===== src/include/iem_pkg.sv =====
// Constants for the second interrupt enable mask word, bits 13 to 1
package iem_pkg;

    // ------------------------------------------------------------
    // Bus widths
    // ------------------------------------------------------------
    localparam int unsigned ADDR_W = 8;
    localparam int unsigned DATA_W = 16;
    localparam int unsigned SRC_N  = 8;

    typedef logic [ADDR_W-1:0] iem_addr_t;
    typedef logic [DATA_W-1:0] iem_data_t;
    typedef logic [SRC_N-1:0]  iem_src_t;

    // ------------------------------------------------------------
    // Register offsets
    // ------------------------------------------------------------
    localparam iem_addr_t OFS_MASK = 8'h00;
    localparam iem_addr_t OFS_PEND = 8'h04;
    localparam iem_addr_t OFS_REQ  = 8'h08;

    // ------------------------------------------------------------
    // Field positions in the mask word
    // ------------------------------------------------------------
    localparam int unsigned BIT_CMP1   = 13;
    localparam int unsigned BIT_PINCHG = 11;
    localparam int unsigned BIT_PG4    = 6;
    localparam int unsigned BIT_PG3    = 5;
    localparam int unsigned BIT_PG2    = 4;
    localparam int unsigned BIT_PG1    = 3;
    localparam int unsigned BIT_SPMAT  = 2;
    localparam int unsigned BIT_EXT2   = 1;

    // ------------------------------------------------------------
    // Source index order in the packed source vectors
    // ------------------------------------------------------------
    localparam int unsigned SRC_CMP1   = 7;
    localparam int unsigned SRC_PINCHG = 6;
    localparam int unsigned SRC_PG4    = 5;
    localparam int unsigned SRC_PG3    = 4;
    localparam int unsigned SRC_PG2    = 3;
    localparam int unsigned SRC_PG1    = 2;
    localparam int unsigned SRC_SPMAT  = 1;
    localparam int unsigned SRC_EXT2   = 0;

    // ------------------------------------------------------------
    // Reset values
    // ------------------------------------------------------------
    localparam iem_src_t  EN_RST   = 8'h00;
    localparam iem_src_t  REQ_RST  = 8'h00;
    localparam iem_data_t RD_IDLE  = 16'h0000;

    // Word bits to source vector
    function automatic iem_src_t iem_word_to_src(input iem_data_t w);
        iem_src_t s;
        s = EN_RST;
        s[SRC_CMP1]   = w[BIT_CMP1];
        s[SRC_PINCHG] = w[BIT_PINCHG];
        s[SRC_PG4]    = w[BIT_PG4];
        s[SRC_PG3]    = w[BIT_PG3];
        s[SRC_PG2]    = w[BIT_PG2];
        s[SRC_PG1]    = w[BIT_PG1];
        s[SRC_SPMAT]  = w[BIT_SPMAT];
        s[SRC_EXT2]   = w[BIT_EXT2];
        return s;
    endfunction : iem_word_to_src

    // Source vector to word; all other bits read zero
    function automatic iem_data_t iem_src_to_word(input iem_src_t s);
        iem_data_t w;
        w = RD_IDLE;
        w[BIT_CMP1]   = s[SRC_CMP1];
        w[BIT_PINCHG] = s[SRC_PINCHG];
        w[BIT_PG4]    = s[SRC_PG4];
        w[BIT_PG3]    = s[SRC_PG3];
        w[BIT_PG2]    = s[SRC_PG2];
        w[BIT_PG1]    = s[SRC_PG1];
        w[BIT_SPMAT]  = s[SRC_SPMAT];
        w[BIT_EXT2]   = s[SRC_EXT2];
        return w;
    endfunction : iem_src_to_word

endpackage : iem_pkg


===== src/rtl/iem_req_gate.sv =====
// Per-source request gating: pending AND enable, registered
`timescale 1ns/1ps
module iem_req_gate
    import iem_pkg::*;
(
    // Clock and reset
    input  wire logic              core_clk_i,
    input  wire logic              rst_n_i,
    // Sources
    input  wire iem_pkg::iem_src_t pend_i,
    input  wire iem_pkg::iem_src_t en_i,
    // Requests
    output iem_pkg::iem_src_t      req_o,
    output logic                   any_o
);
    import iem_pkg::*;

    iem_src_t req_d;
    iem_src_t req_q;
    logic     any_q;

    // ------------------------------------------------------------
    // Gating
    // ------------------------------------------------------------
    // Enable only masks; the pending flag is never touched here
    assign req_d = pend_i & en_i;

    always_ff @(posedge core_clk_i) begin
        if (!rst_n_i) begin
            req_q <= REQ_RST;
            any_q <= 1'b0;
        end else begin
            req_q <= req_d;
            any_q <= |req_d;
        end
    end

    assign req_o = req_q;
    assign any_o = any_q;

endmodule : iem_req_gate


===== src/rtl/iem_mask_bank_one.sv =====
// Interrupt enable mask word, bits 13 down to 1, with request gating
// ------------------------------------------------------------
// What this block does
// - Bit 13 enables the first analog comparator request.
// - Bits 12 and 10 to 7 have no storage, read zero, ignore writes.
// - Bit 11 enables the input change notification request.
// - Bits 6, 5, 4, 3 enable pulse generators four, three, two, one.
// - Bit 2 enables the pulse time base special event match request.
// - A one in an enable bit passes the request and a zero blocks it.
// ------------------------------------------------------------
//
// The address map and strobed register access were chosen for this implementation.
`timescale 1ns/1ps
module iem_mask_bank_one
    import iem_pkg::*;
(
    // Clock and reset
    input  wire logic              core_clk_i,
    input  wire logic              rst_n_i,
    // Register port
    input  wire iem_pkg::iem_addr_t reg_addr_i,
    input  wire iem_pkg::iem_data_t reg_wdata_i,
    input  wire logic              reg_wr_i,
    input  wire logic              reg_rd_i,
    output iem_pkg::iem_data_t     reg_rdata_o,
    // Pending flags from the sources
    input  wire logic              comparator_one_pend_i,
    input  wire logic              pin_change_pend_i,
    input  wire logic              pulse_gen_four_pend_i,
    input  wire logic              pulse_gen_three_pend_i,
    input  wire logic              pulse_gen_two_pend_i,
    input  wire logic              pulse_gen_one_pend_i,
    input  wire logic              pulse_special_match_pend_i,
    input  wire logic              ext_line_two_pend_i,
    // Enable levels
    output logic                   comparator_one_irq_en_o,
    output logic                   pin_change_irq_en_o,
    output logic                   pulse_gen_four_irq_en_o,
    output logic                   pulse_gen_three_irq_en_o,
    output logic                   pulse_gen_two_irq_en_o,
    output logic                   pulse_gen_one_irq_en_o,
    output logic                   pulse_special_match_irq_en_o,
    output logic                   ext_line_two_irq_en_o,
    // Gated requests to the controller
    output logic                   comparator_one_req_o,
    output logic                   pin_change_req_o,
    output logic                   pulse_gen_four_req_o,
    output logic                   pulse_gen_three_req_o,
    output logic                   pulse_gen_two_req_o,
    output logic                   pulse_gen_one_req_o,
    output logic                   pulse_special_match_req_o,
    output logic                   ext_line_two_req_o,
    output logic                   any_req_o
);
    import iem_pkg::*;

    // ------------------------------------------------------------
    // Enable storage
    // ------------------------------------------------------------
    iem_src_t  en_q;
    iem_src_t  en_d;
    iem_src_t  pend;
    iem_src_t  req;
    iem_data_t rdata_q;
    iem_data_t rdata_d;

    logic      sel_mask;
    logic      sel_pend;
    logic      sel_req;
    logic      wr_mask;
    logic      rd_mask;
    logic      rd_pend;
    logic      rd_req;

    iem_src_t  wr_fields;
    logic      wr_cmp1;
    logic      wr_pinchg;
    logic      wr_pg4;
    logic      wr_pg3;
    logic      wr_pg2;
    logic      wr_pg1;
    logic      wr_spmat;
    logic      wr_ext2;

    iem_data_t mask_word;
    iem_data_t pend_word;
    iem_data_t req_word;

    // ------------------------------------------------------------
    // Address decode
    // ------------------------------------------------------------
    // Full byte compare; any other address is simply not selected
    assign sel_mask = (reg_addr_i == OFS_MASK);
    assign sel_pend = (reg_addr_i == OFS_PEND);
    assign sel_req  = (reg_addr_i == OFS_REQ);
    assign wr_mask  = reg_wr_i & sel_mask;
    assign rd_mask  = reg_rd_i & sel_mask;
    assign rd_pend  = reg_rd_i & sel_pend;
    assign rd_req   = reg_rd_i & sel_req;

    // ------------------------------------------------------------
    // Write decode
    // ------------------------------------------------------------
    // Only the eight implemented bits are kept; the rest fall away
    assign wr_fields = iem_word_to_src(reg_wdata_i);

    assign wr_cmp1   = wr_fields[SRC_CMP1];
    assign wr_pinchg = wr_fields[SRC_PINCHG];
    assign wr_pg4    = wr_fields[SRC_PG4];
    assign wr_pg3    = wr_fields[SRC_PG3];
    assign wr_pg2    = wr_fields[SRC_PG2];
    assign wr_pg1    = wr_fields[SRC_PG1];
    assign wr_spmat  = wr_fields[SRC_SPMAT];
    assign wr_ext2   = wr_fields[SRC_EXT2];

    // A write to another address leaves every field as it was
    assign en_d[SRC_CMP1]   = wr_mask ? wr_cmp1   : en_q[SRC_CMP1];
    assign en_d[SRC_PINCHG] = wr_mask ? wr_pinchg : en_q[SRC_PINCHG];
    assign en_d[SRC_PG4]    = wr_mask ? wr_pg4    : en_q[SRC_PG4];
    assign en_d[SRC_PG3]    = wr_mask ? wr_pg3    : en_q[SRC_PG3];
    assign en_d[SRC_PG2]    = wr_mask ? wr_pg2    : en_q[SRC_PG2];
    assign en_d[SRC_PG1]    = wr_mask ? wr_pg1    : en_q[SRC_PG1];
    assign en_d[SRC_SPMAT]  = wr_mask ? wr_spmat  : en_q[SRC_SPMAT];
    assign en_d[SRC_EXT2]   = wr_mask ? wr_ext2   : en_q[SRC_EXT2];

    // ------------------------------------------------------------
    // Enable register
    // ------------------------------------------------------------
    always_ff @(posedge core_clk_i) begin
        if (!rst_n_i) begin
            en_q <= EN_RST;
        end else begin
            en_q <= en_d;
        end
    end

    // ------------------------------------------------------------
    // Source packing
    // ------------------------------------------------------------
    // Sources share this clock, so no synchroniser sits here
    assign pend[SRC_CMP1]   = comparator_one_pend_i;
    assign pend[SRC_PINCHG] = pin_change_pend_i;
    assign pend[SRC_PG4]    = pulse_gen_four_pend_i;
    assign pend[SRC_PG3]    = pulse_gen_three_pend_i;
    assign pend[SRC_PG2]    = pulse_gen_two_pend_i;
    assign pend[SRC_PG1]    = pulse_gen_one_pend_i;
    assign pend[SRC_SPMAT]  = pulse_special_match_pend_i;
    assign pend[SRC_EXT2]   = ext_line_two_pend_i;

    // ------------------------------------------------------------
    // Request gating
    // ------------------------------------------------------------
    // Registered, so a mask rewrite never glitches a request
    iem_req_gate u_gate (
        .core_clk_i (core_clk_i),
        .rst_n_i    (rst_n_i),
        .pend_i     (pend),
        .en_i       (en_q),
        .req_o      (req),
        .any_o      (any_req_o)
    );

    // ------------------------------------------------------------
    // Request outputs
    // ------------------------------------------------------------
    // One cycle behind pending AND enable
    assign comparator_one_req_o      = req[SRC_CMP1];
    assign pin_change_req_o          = req[SRC_PINCHG];
    assign pulse_gen_four_req_o      = req[SRC_PG4];
    assign pulse_gen_three_req_o     = req[SRC_PG3];
    assign pulse_gen_two_req_o       = req[SRC_PG2];
    assign pulse_gen_one_req_o       = req[SRC_PG1];
    assign pulse_special_match_req_o = req[SRC_SPMAT];
    assign ext_line_two_req_o        = req[SRC_EXT2];

    // ------------------------------------------------------------
    // Enable outputs
    // ------------------------------------------------------------
    // Plain flop outputs, nothing gated on the way out
    assign comparator_one_irq_en_o      = en_q[SRC_CMP1];
    assign pin_change_irq_en_o          = en_q[SRC_PINCHG];
    assign pulse_gen_four_irq_en_o      = en_q[SRC_PG4];
    assign pulse_gen_three_irq_en_o     = en_q[SRC_PG3];
    assign pulse_gen_two_irq_en_o       = en_q[SRC_PG2];
    assign pulse_gen_one_irq_en_o       = en_q[SRC_PG1];
    assign pulse_special_match_irq_en_o = en_q[SRC_SPMAT];
    assign ext_line_two_irq_en_o        = en_q[SRC_EXT2];

    // ------------------------------------------------------------
    // Read port
    // ------------------------------------------------------------
    // Words are built every cycle; only the strobe picks one
    assign mask_word = iem_src_to_word(en_q);
    assign pend_word = iem_src_to_word(pend);
    assign req_word  = iem_src_to_word(req);

    // Data only in the cycle after the strobe; zero otherwise
    always_comb begin
        rdata_d = RD_IDLE;
        if (rd_mask) begin
            rdata_d = mask_word;
        end else if (rd_pend) begin
            rdata_d = pend_word;
        end else if (rd_req) begin
            rdata_d = req_word;
        end
    end

    // ------------------------------------------------------------
    // Read data register
    // ------------------------------------------------------------
    always_ff @(posedge core_clk_i) begin
        if (!rst_n_i) begin
            rdata_q <= RD_IDLE;
        end else begin
            rdata_q <= rdata_d;
        end
    end

    assign reg_rdata_o = rdata_q;

endmodule : iem_mask_bank_one


===== config.mk =====
export PLATFORM = sky130hd
export DESIGN_NAME = iem_mask_bank_one
export DESIGN_NICKNAME = d
export VERILOG_FILES = /design/src/include/iem_pkg.sv /design/src/rtl/iem_req_gate.sv /design/src/rtl/iem_mask_bank_one.sv
export SDC_FILE = /design/constraint.sdc
export NUM_CORES = 1
export LEC_CHECK = 0
export BUFFER_PORTS_ARGS = -buffer_cell sky130_fd_sc_hd__clkbuf_2
export CAP_MARGIN = 20
export CORE_MARGIN = 2
export CORE_UTILIZATION = 43
export CTS_BUF_LIST = sky130_fd_sc_hd__clkbuf_4
export CTS_CLUSTER_DIAMETER = 150
export DETAILED_ROUTE_END_ITERATION = 10
export PLACE_DENSITY = 0.81
export SETUP_SLACK_MARGIN = 0.1
export SLEW_MARGIN = 20
export SYNTH_ARGS = -nofsm -noshare
export SYNTH_HDL_FRONTEND = slang
export SYNTH_HIERARCHICAL = 1
export SYNTH_SLANG_ARGS = --single-unit

===== constraint.sdc =====
create_clock -name core_clk_i -period 0.95 [get_ports core_clk_i]
set_input_delay 0 -clock core_clk_i [delete_from_list [all_inputs] [get_ports core_clk_i]]
set_output_delay 0 -clock core_clk_i [all_outputs]
set_load 0.01 [all_outputs]

=== Yosys cells after proc, flatten, opt, wreduce, memory -nomap -nowiden ===
Index checks and enable logic that the tools add are counted.

* Bits of input ports: 36
* Logic and storage cells: 19
* Output and inout bits: 33
* Register bits: 33
* Memories: 0
* Bits in read-only memories: 0
* RAM bits: 0
* Bits in latches: 0

* Order comparisons: 0
* Shifts and indexed selects: 0
* Muxes and demuxes: 3
* Multiply operators: 0
* Divide/modulo/power cells: 0
* Equal/unequal tests: 2
* Reductions and logical operators: 3
* Add/sub/neg operators: 0
* Bitwise operators: 6

{| class="wikitable"
|+ Operators by type and width
! kind !! count
|-
| two-way mux 14 bit || 3
|-
| bitwise AND 8 bit || 1
|-
| equality test 8 x 3 -> 1 bit (second input constant) || 1
|-
| equality test 8 x 4 -> 1 bit (second input constant) || 1
|-
| logical NOT 8 bit || 1
|-
| OR reduction 8 bit || 1
|-
| bitwise AND 1 bit || 4
|-
| OR reduction 3 bit || 1
|-
| NOT 1 bit || 1
|}

=== Longest topological paths before layout ===
Gate-level depths: netlist of the first run.

* Word-level depth: 5
* Depth in mapped cells: 5
* Depth with buffers taken out: 3

=== By module ===
Netlist of the first run, hierarchy kept.

{| class="wikitable"
|+ Modules (own cells, without submodules)
! module !! seq. area each (µm²) !! area an instance (µm²) !! instances !! cells an instance
|-
| iem_mask_bank_one || 320.3 || 797.0 || 1 || 92
|-
| iem_req_gate || 180.2 || 285.3 || 1 || 22
|}

=== Least setup slack after synthesis of the first run ===
Ideal clock, no wire load.

* Path kind: reg-to-reg
* Start point: register en_q[0]
* End point: register rdata_q[1], in the netlist reg_rdata_o[1]
* Data required time: 0.875 ns
* Arrival: 0.855 ns
* Cell stages (with the launch flop): 4
* Library setup time: 0.075 ns
* Path slack: 0.020 ns
* Clock period less this slack: 0.930 ns
* Buffers on the path: 0
* Cell sequence: dfxtp_1 > mux2i_1 > or2_2 > a21oi_1

* Longest elaborated chain between the ends: 1

{| class="wikitable"
|+ RTL lines
! item !! line !! text
|-
| start, declared || iem_mask_bank_one.sv:60 || <nowiki>iem_src_t en_q;</nowiki>
|-
| start signal, assigned || iem_mask_bank_one.sv:133 || <nowiki>en_q <= en_d;</nowiki>
|-
| two-way mux 14 bit || iem_mask_bank_one.sv:200 || <nowiki>if (rd_mask) begin</nowiki>
|-
| end signal, assigned || iem_mask_bank_one.sv:216 || <nowiki>rdata_q <= rdata_d;</nowiki>
|-
| end, declared || iem_mask_bank_one.sv:64 || <nowiki>iem_data_t rdata_q;</nowiki>
|}

No other way between the ends.
A chain may end at the register's enable or synchronous reset.

=== Worst setup path after layout of the first run ===
* Start point: register en_q[2]
* End point: register u_gate.any_q, in the netlist u_gate/any_o

* Longest elaborated chain between the ends: 2

{| class="wikitable"
|+ RTL lines
! item !! line !! text
|-
| bitwise AND 8 bit || iem_req_gate.sv:26 || <nowiki>assign req_d = pend_i & en_i;</nowiki>
|-
| OR reduction 8 bit || iem_req_gate.sv:34 || <nowiki>any_q <= |req_d;</nowiki>
|-
| end signal, assigned || iem_req_gate.sv:34 ||
|-
| end, declared || iem_req_gate.sv:20 || <nowiki>logic any_q;</nowiki>
|}

No other way between the ends.

==> summary.json, run 1 <==
{
  "setup_path": {
    "crit_path_start": "en_q[2]",
    "worstReg2RegEnd": "u_gate/any_o",
    "ff2ff_path_depth": 3,
    "cp-start-kind": "flop",
    "r2r_slack_ns": -0.06,
    "crit_path_end": "u_gate/any_o",
    "r2r-start": "en_q[2]",
    "timing.critical_path.to_type": "flop",
    "critPathKind": "reg2reg",
    "timing.critical_path.required_ns": 1.16,
    "arrival_ns": 1.22,
    "worstPathMaxFanout": 4
  },
  "logic_synthesis": {
    "top_area_cell_type_share_of_the_netlist_area_pct": 46.2,
    "avgSynthCellArea_um2": 9.49,
    "yosys_most_used_dff": "sky130_fd_sc_hd__dfxtp_1",
    "ys_warn_count": 6,
    "ys_async_sr_fraction_pct": 0,
    "netlist_instances": 114,
    "yosys.cell_types.count": 19,
    "synth.area.top_cells": "sky130_fd_sc_hd__dfxtp_1, sky130_fd_sc_hd__mux2i_1, sky130_fd_sc_hd__nand2_1",
    "yosys_register_bits": 25,
    "count_of_flip_flops_with_a_built_in_enable_after_synthesis": 0,
    "synth_sequential_area_ratio_pct": 46.2,
    "synth.cell_area_um2": 1080,
    "yosysTopAreaCell": "sky130_fd_sc_hd__dfxtp_1"
  },
  "sta": {
    "fin_skew_ns": 0.00112,
    "fin_crit_sh_pct": 106,
    "setup_total_negative_slack_ns": -0.0601,
    "number_of_hold_slack_violations_in_the_final_timing_report": 0,
    "fin_worst_hold_slack_ns": 0.0185,
    "finalWorstPathRequiredPeriod_ns": 1.01,
    "unrepaired_setup_endpoints_after_global_routing": "true",
    "layout_setup_ws_ns": -0.0601,
    "clock.fmax_ghz": 0.990,
    "setup_viol": 1,
    "timing_max_transition_violations_final": 0
  },
  "layout": {
    "instances_no_fill": 219,
    "layout-drive-gt1-share_pct": 49.2,
    "nNetsFinal": 226,
    "seqCellArea_um2": 529,
    "antenna_cells": 0,
    "area_delta_synth_final_pct": 58.0,
    "nFillCells": 159,
    "multiInputGateArea_um2": 576
  },
  "place": {
    "place_congestion": 0.714,
    "post-dp-hpwl_um": 1940,
    "placedCellCount": 198,
    "place_ws_ns": -0.116,
    "port_buffers": 52
  },
  "grt": {
    "grt_max_degree": 18,
    "grt.overflow.total": 0,
    "antenna_found_initial": 0,
    "global_route_wire_length_before_repair_um": 3920,
    "global_route.usage.total_pct": 18.7,
    "first_global_vias": 893
  },
  "outcome": {
    "failed_checks": "negative setup slack",
    "outcome": "finished, violations left"
  },
  "detailed_routing": {
    "drcViolationCount": 0,
    "detailroute.via_count": 1067,
    "finalWirelength_um": 3040,
    "routedWlPerCell_um": 13.9,
    "route.antenna.remaining_nets": 0,
    "number_of_violations_reported_at_the_end_of_detailed_routing_iteration_0": 14,
    "vias_per_cell": 4.87,
    "firstDrtPassIters": 4
  },
  "power": {
    "leakage_nw": 0.794,
    "powerDensity_nw_per_um2": 1050,
    "totalPowerFinal_mw": 1.79,
    "ir_drop_v": 0.000680
  },
  "clock_network": {
    "clk_pin_slew_ns": 0.14,
    "insertion_delay_ns": 0.31,
    "cts-root-to-sink-buffers": 2,
    "cts_tree": "yes",
    "clockRootBuffer": "sky130_fd_sc_hd__clkbuf_4",
    "cts-buffers-inserted": 3,
    "tritoncts_num_sinks": 25,
    "htree_num_levels": 1
  },
  "die": {
    "die_width_um": 54.2,
    "dieHeight_um": 54.2,
    "design.portCount": 69,
    "die_area_um2": 2930,
    "std_cell_rows": 18,
    "core_um2": 2430,
    "effective_utilization_at_floorplan_pct": 44.5
  },
  "min_path": {
    "min-delay-path-class": "in2reg"
  },
  "flow_run": {
    "maximum_capacitance_violations": 0
  }
}
[layer usage]
metal / part of all wire [%] / up-vias / GRT usage, %
met4: 3.3 / 0 / 9.17
met1: 41 / 492 / 20.7
met2: 51 / 42 / 33.9
met3: 4.8 / 8 / 3.06
met5: 0 / - / 0
li1: - / 525 / -
[logic make-up after synthesis]
| family | after synthesis | share of synthesized area [%] |
|---|---|---|
| simple gates | 46 | 21.4 |
| compound gates | 13 | 8.79 |
| buf+inv | 13 | 8.44 |
| mux | 16 | 14.8 |
| flops | 25 | 46.2 |
| other cells | 1 | 0.346 |
[worst max-delay path, cell delays in order, from the launching register on]
cell and delay [ns]:
sky130_fd_sc_hd__dfxtp_4 0.38, sky130_fd_sc_hd__a22o_1 0.21, sky130_fd_sc_hd__a221oi_2 0.21, sky130_fd_sc_hd__a21boi_1 0.11
[report_power, final]
| part | switching, mW | leakage, nW | internal (mW) |
|---|---|---|---|
| combinational | 0.116 | 0.567 | 0.138 |
| sequential | 0.000797 | 0.208 | 1.03 |
| clock | 0.313 | 0.0184 | 0.192 |
| total | 0.429 | 0.794 | 1.36 |
[how the worst min path moves through the flow]
stage,from,endpoint,slack (ns),cells past startpoint
3_3_place_gp,reg_wdata_i[2],en_q[1],0.23,3
4_1_cts,reg_addr_i[3],reg_rdata_o[13],0.02,3
6_report,reg_addr_i[3],reg_rdata_o[13],0.02,3
3_5_place_dp,reg_wdata_i[4],en_q[3],0.24,3
2_1_floorplan,reg_wdata_i[2],en_q[1],0.13,2
5_1_grt,reg_addr_i[3],reg_rdata_o[13],0.01,3
[synth_stat cells (2+ instances only)]
cell type / count
sky130_fd_sc_hd__a221oi_2: 2
sky130_fd_sc_hd__a22o_1: 2
sky130_fd_sc_hd__clkbuf_1: 2
sky130_fd_sc_hd__nand2_1: 24
sky130_fd_sc_hd__buf_4: 9
sky130_fd_sc_hd__a21oi_1: 8
sky130_fd_sc_hd__or2_2: 8
sky130_fd_sc_hd__mux2i_1: 16
sky130_fd_sc_hd__nor2_1: 2
sky130_fd_sc_hd__dfxtp_1: 25
sky130_fd_sc_hd__and3_1: 8
[flip-flops by register name, summed over array words and instances (netlist names)]
name	flops
en_q	8
reg_rdata_o	8
u_gate/req_o	8
u_gate/any_o	1
[stage by stage]
step	area [um^2]	utilization (%)
after detailed placement	1420	58.3
after floorplan	1140	-
after global placement	1420	58.3
after global routing	1710	70.3
final	1710	70.3
after CTS	1660	68.3
[layout make-up]
type                            instances  share of cell area (%)
Sequential cell                        25                    30.9
Tap cell                               30                    2.19
Timing Repair Buffer                   77                    31.5
Multi-Input combinational cell         83                    33.7
Clock buffer                            4                    1.76
[what timing repair did]
| item | CTS | global route |
|---|---|---|
| endpoints found under the hold margin | 16 | 0 |
| setup endpoints to repair | 10 | 18 |
| pin swaps | 4 | 3 |
| resized for setup | 17 | 16 |
| buffers inserted | 0 | 1 |
| hold buffers | 16 | 0 |
[cell usage in the layout, fill, tap and decap left out, drive strengths merged]
| master | synthesis | routed |
|---|---|---|
| clkbuf | 2 | 49 |
| mux2i | 16 | 16 |
| dfxtp | 25 | 25 |
| nor2b | 1 | 1 |
| conb | 1 | 8 |
| buf | 11 | 16 |
| dlygate4sd3 | 0 | 16 |
| a221oi | 2 | 2 |
| nor4 | 1 | 1 |
| and4 | 1 | 1 |
| a22o | 2 | 2 |
| nor2 | 2 | 2 |
| a21boi | 1 | 1 |
| nand4 | 1 | 1 |
| nand2 | 24 | 24 |
| or2 | 8 | 8 |
| and3 | 8 | 8 |
| a21oi | 8 | 8 |
(Power assumes the default switching activity.)
==> inputs of run 2 (changes only) <==
CORE_UTILIZATION = 39   (was 43)
PLACE_DENSITY = 0.77   (was 0.81)
clock period = 0.85 ns   (was 0.95 ns; I/O delays follow)
==> summary.json, run 2 (synthesized netlist as in run 1, its figures left out) <==
{
  "die": {
    "dieHeight_um": 56.7,
    "die_area_um2": 3210,
    "effective_utilization_at_floorplan_pct": 40.3,
    "design.portCount": 69,
    "core_um2": 2690,
    "die_width_um": 56.7,
    "std_cell_rows": 19
  },
  "flow_run": {
    "maximum_capacitance_violations": 0
  },
  "detailed_routing": {
    "vias_per_cell": 5.00,
    "number_of_violations_reported_at_the_end_of_detailed_routing_iteration_0": 33,
    "firstDrtPassIters": 4,
    "route.antenna.remaining_nets": 0,
    "finalWirelength_um": 3510,
    "detailroute.via_count": 1130,
    "drcViolationCount": 0,
    "routedWlPerCell_um": 15.5
  },
  "place": {
    "placedCellCount": 202,
    "dpl-instance-area_um2": 1480,
    "place_congestion": 0.861,
    "post-dp-hpwl_um": 2010,
    "place_ws_ns": -0.234,
    "port_buffers": 52
  },
  "clock_network": {
    "clk_pin_slew_ns": 0.14,
    "clockRootBuffer": "sky130_fd_sc_hd__clkbuf_4",
    "cts_tree": "yes",
    "cts-buffers-inserted": 3,
    "insertion_delay_ns": 0.32,
    "htree_num_levels": 1,
    "tritoncts_num_sinks": 25,
    "cts-root-to-sink-buffers": 2,
    "cts.hold.buffers_added": 15
  },
  "setup_path": {
    "crit_path_start": "en_q[2]",
    "ff2ff_path_depth": 3,
    "series_of_cell_instances_along_the_critical_path": "a22o_1, a221oi_2, a21boi_1",
    "timing.critical_path.depth": 3,
    "worstReg2RegEnd": "u_gate/any_o",
    "cpMaxStageDelayCell": "sky130_fd_sc_hd__dfxtp_2",
    "timing.critical_path.required_ns": 1.06,
    "arrival_ns": 1.23,
    "cpPeakStageDelay_ns": 0.37,
    "cp-start-kind": "flop",
    "crit_path_end": "u_gate/any_o",
    "critPathKind": "reg2reg",
    "r2r_slack_ns": -0.17,
    "timing.critical_path.to_type": "flop",
    "crit_buf_inv": 0,
    "r2r-start": "en_q[2]",
    "crit_family": "compound AO/OA/AOI/OAI gates",
    "worstPathMaxFanout": 4
  },
  "grt": {
    "grt_max_degree": 21,
    "global_route.usage.total_pct": 18.9,
    "grt.overflow.total": 0,
    "antenna_found_initial": 0,
    "first_global_vias": 1033,
    "global_route_wire_length_before_repair_um": 4650
  },
  "layout": {
    "layout-drive-gt1-share_pct": 60.5,
    "area_delta_synth_final_pct": 78.2,
    "nNetsFinal": 232,
    "instances_no_fill": 226,
    "layout.cell_area.non_filler_um2": 1930,
    "antenna_cells": 0,
    "layout.core_utilization_pct": 71.8,
    "final_common_cell": "sky130_fd_sc_hd__clkbuf_2",
    "mostFrequentLayoutCells": "sky130_fd_sc_hd__clkbuf_2, sky130_fd_sc_hd__buf_6, sky130_fd_sc_hd__nand2_1, sky130_fd_sc_hd__dlygate4sd3_1"
  },
  "sta": {
    "number_of_hold_slack_violations_in_the_final_timing_report": 1,
    "layout_setup_ws_ns": -0.175,
    "unrepaired_setup_endpoints_after_global_routing": "true",
    "fin_worst_hold_slack_ns": -0.00779,
    "fin_crit_sh_pct": 121,
    "setup_total_negative_slack_ns": -0.821,
    "fin_skew_ns": 0.00434,
    "setup_viol": 16,
    "clock.fmax_ghz": 0.976,
    "finalWorstPathRequiredPeriod_ns": 1.02,
    "timing_max_transition_violations_final": 0
  },
  "power": {
    "totalPowerFinal_mw": 2.02,
    "powerDensity_nw_per_um2": 1050,
    "ir_drop_v": 0.00112,
    "leakage_nw": 0.866
  },
  "min_path": {
    "min-delay-path-class": "in2reg"
  },
  "outcome": {
    "outcome": "finished, violations left",
    "failed_checks": "negative hold slack, negative setup slack"
  }
}
## run 2: cell types whose count changed in the layout (fill, tap and decap cells not counted), sizes merged
cell	previous run	this run
buf	16	40
clkbuf	49	31
clkinv	0	1
dlygate4sd3	16	15
## run 2: repair_timing
action                                  in CTS  in global routing
resized for setup                           27                 55
hold endpoints to repair                    16                  1
setup buffers                                4                  1
endpoints found under the setup margin      35                 41
pin swaps                                    8                  5
## run 2: worst min path at each step
stage                                start               to  depth (start not counted)
CTS                 pulse_gen_three_pend_i  u_gate/req_o[4]                          2
finish              pulse_gen_three_pend_i  u_gate/req_o[4]                          2
global route        pulse_gen_three_pend_i  u_gate/req_o[4]                          2
global placement            reg_wdata_i[2]          en_q[1]                          3
floorplan                   reg_wdata_i[2]          en_q[1]                          2
detailed placement          reg_wdata_i[2]          en_q[1]                          3
## run 2: worst register-to-register path, stage by stage (launching register included)
cell and delay [ns]:
sky130_fd_sc_hd__dfxtp_2 0.37, sky130_fd_sc_hd__a22o_1 0.23, sky130_fd_sc_hd__a221oi_2 0.19, sky130_fd_sc_hd__a21boi_1 0.13
## run 2: final cells by class
type	instances	area, um^2
clock buffer	3	22.5
sequential	25	537
fill	178	758
timing repair buffer	83	713
multi-input combinational	83	612
tap	31	38.8
clock inverter	1	5.00
## run 2: per-layer routing
layer | vias up | track usage, % | part of all wire [%]
met1 | 544 | 21.6 | 40
li1 | 537 | - | -
met4 | 0 | 10.5 | 1.5
met5 | - | 0 | 0
met3 | 4 | 2.76 | 4.4
met2 | 45 | 33.1 | 54
## run 2: power by group
group / internal (mW) / total [mW] / leakage [nW] / switching [mW]
clock network: 0.176 / 0.546 / 0.0177 / 0.369
registers: 1.16 / 1.16 / 0.213 / 0.000923
logic: 0.167 / 0.314 / 0.636 / 0.146
total: 1.50 / 2.02 / 0.866 / 0.516
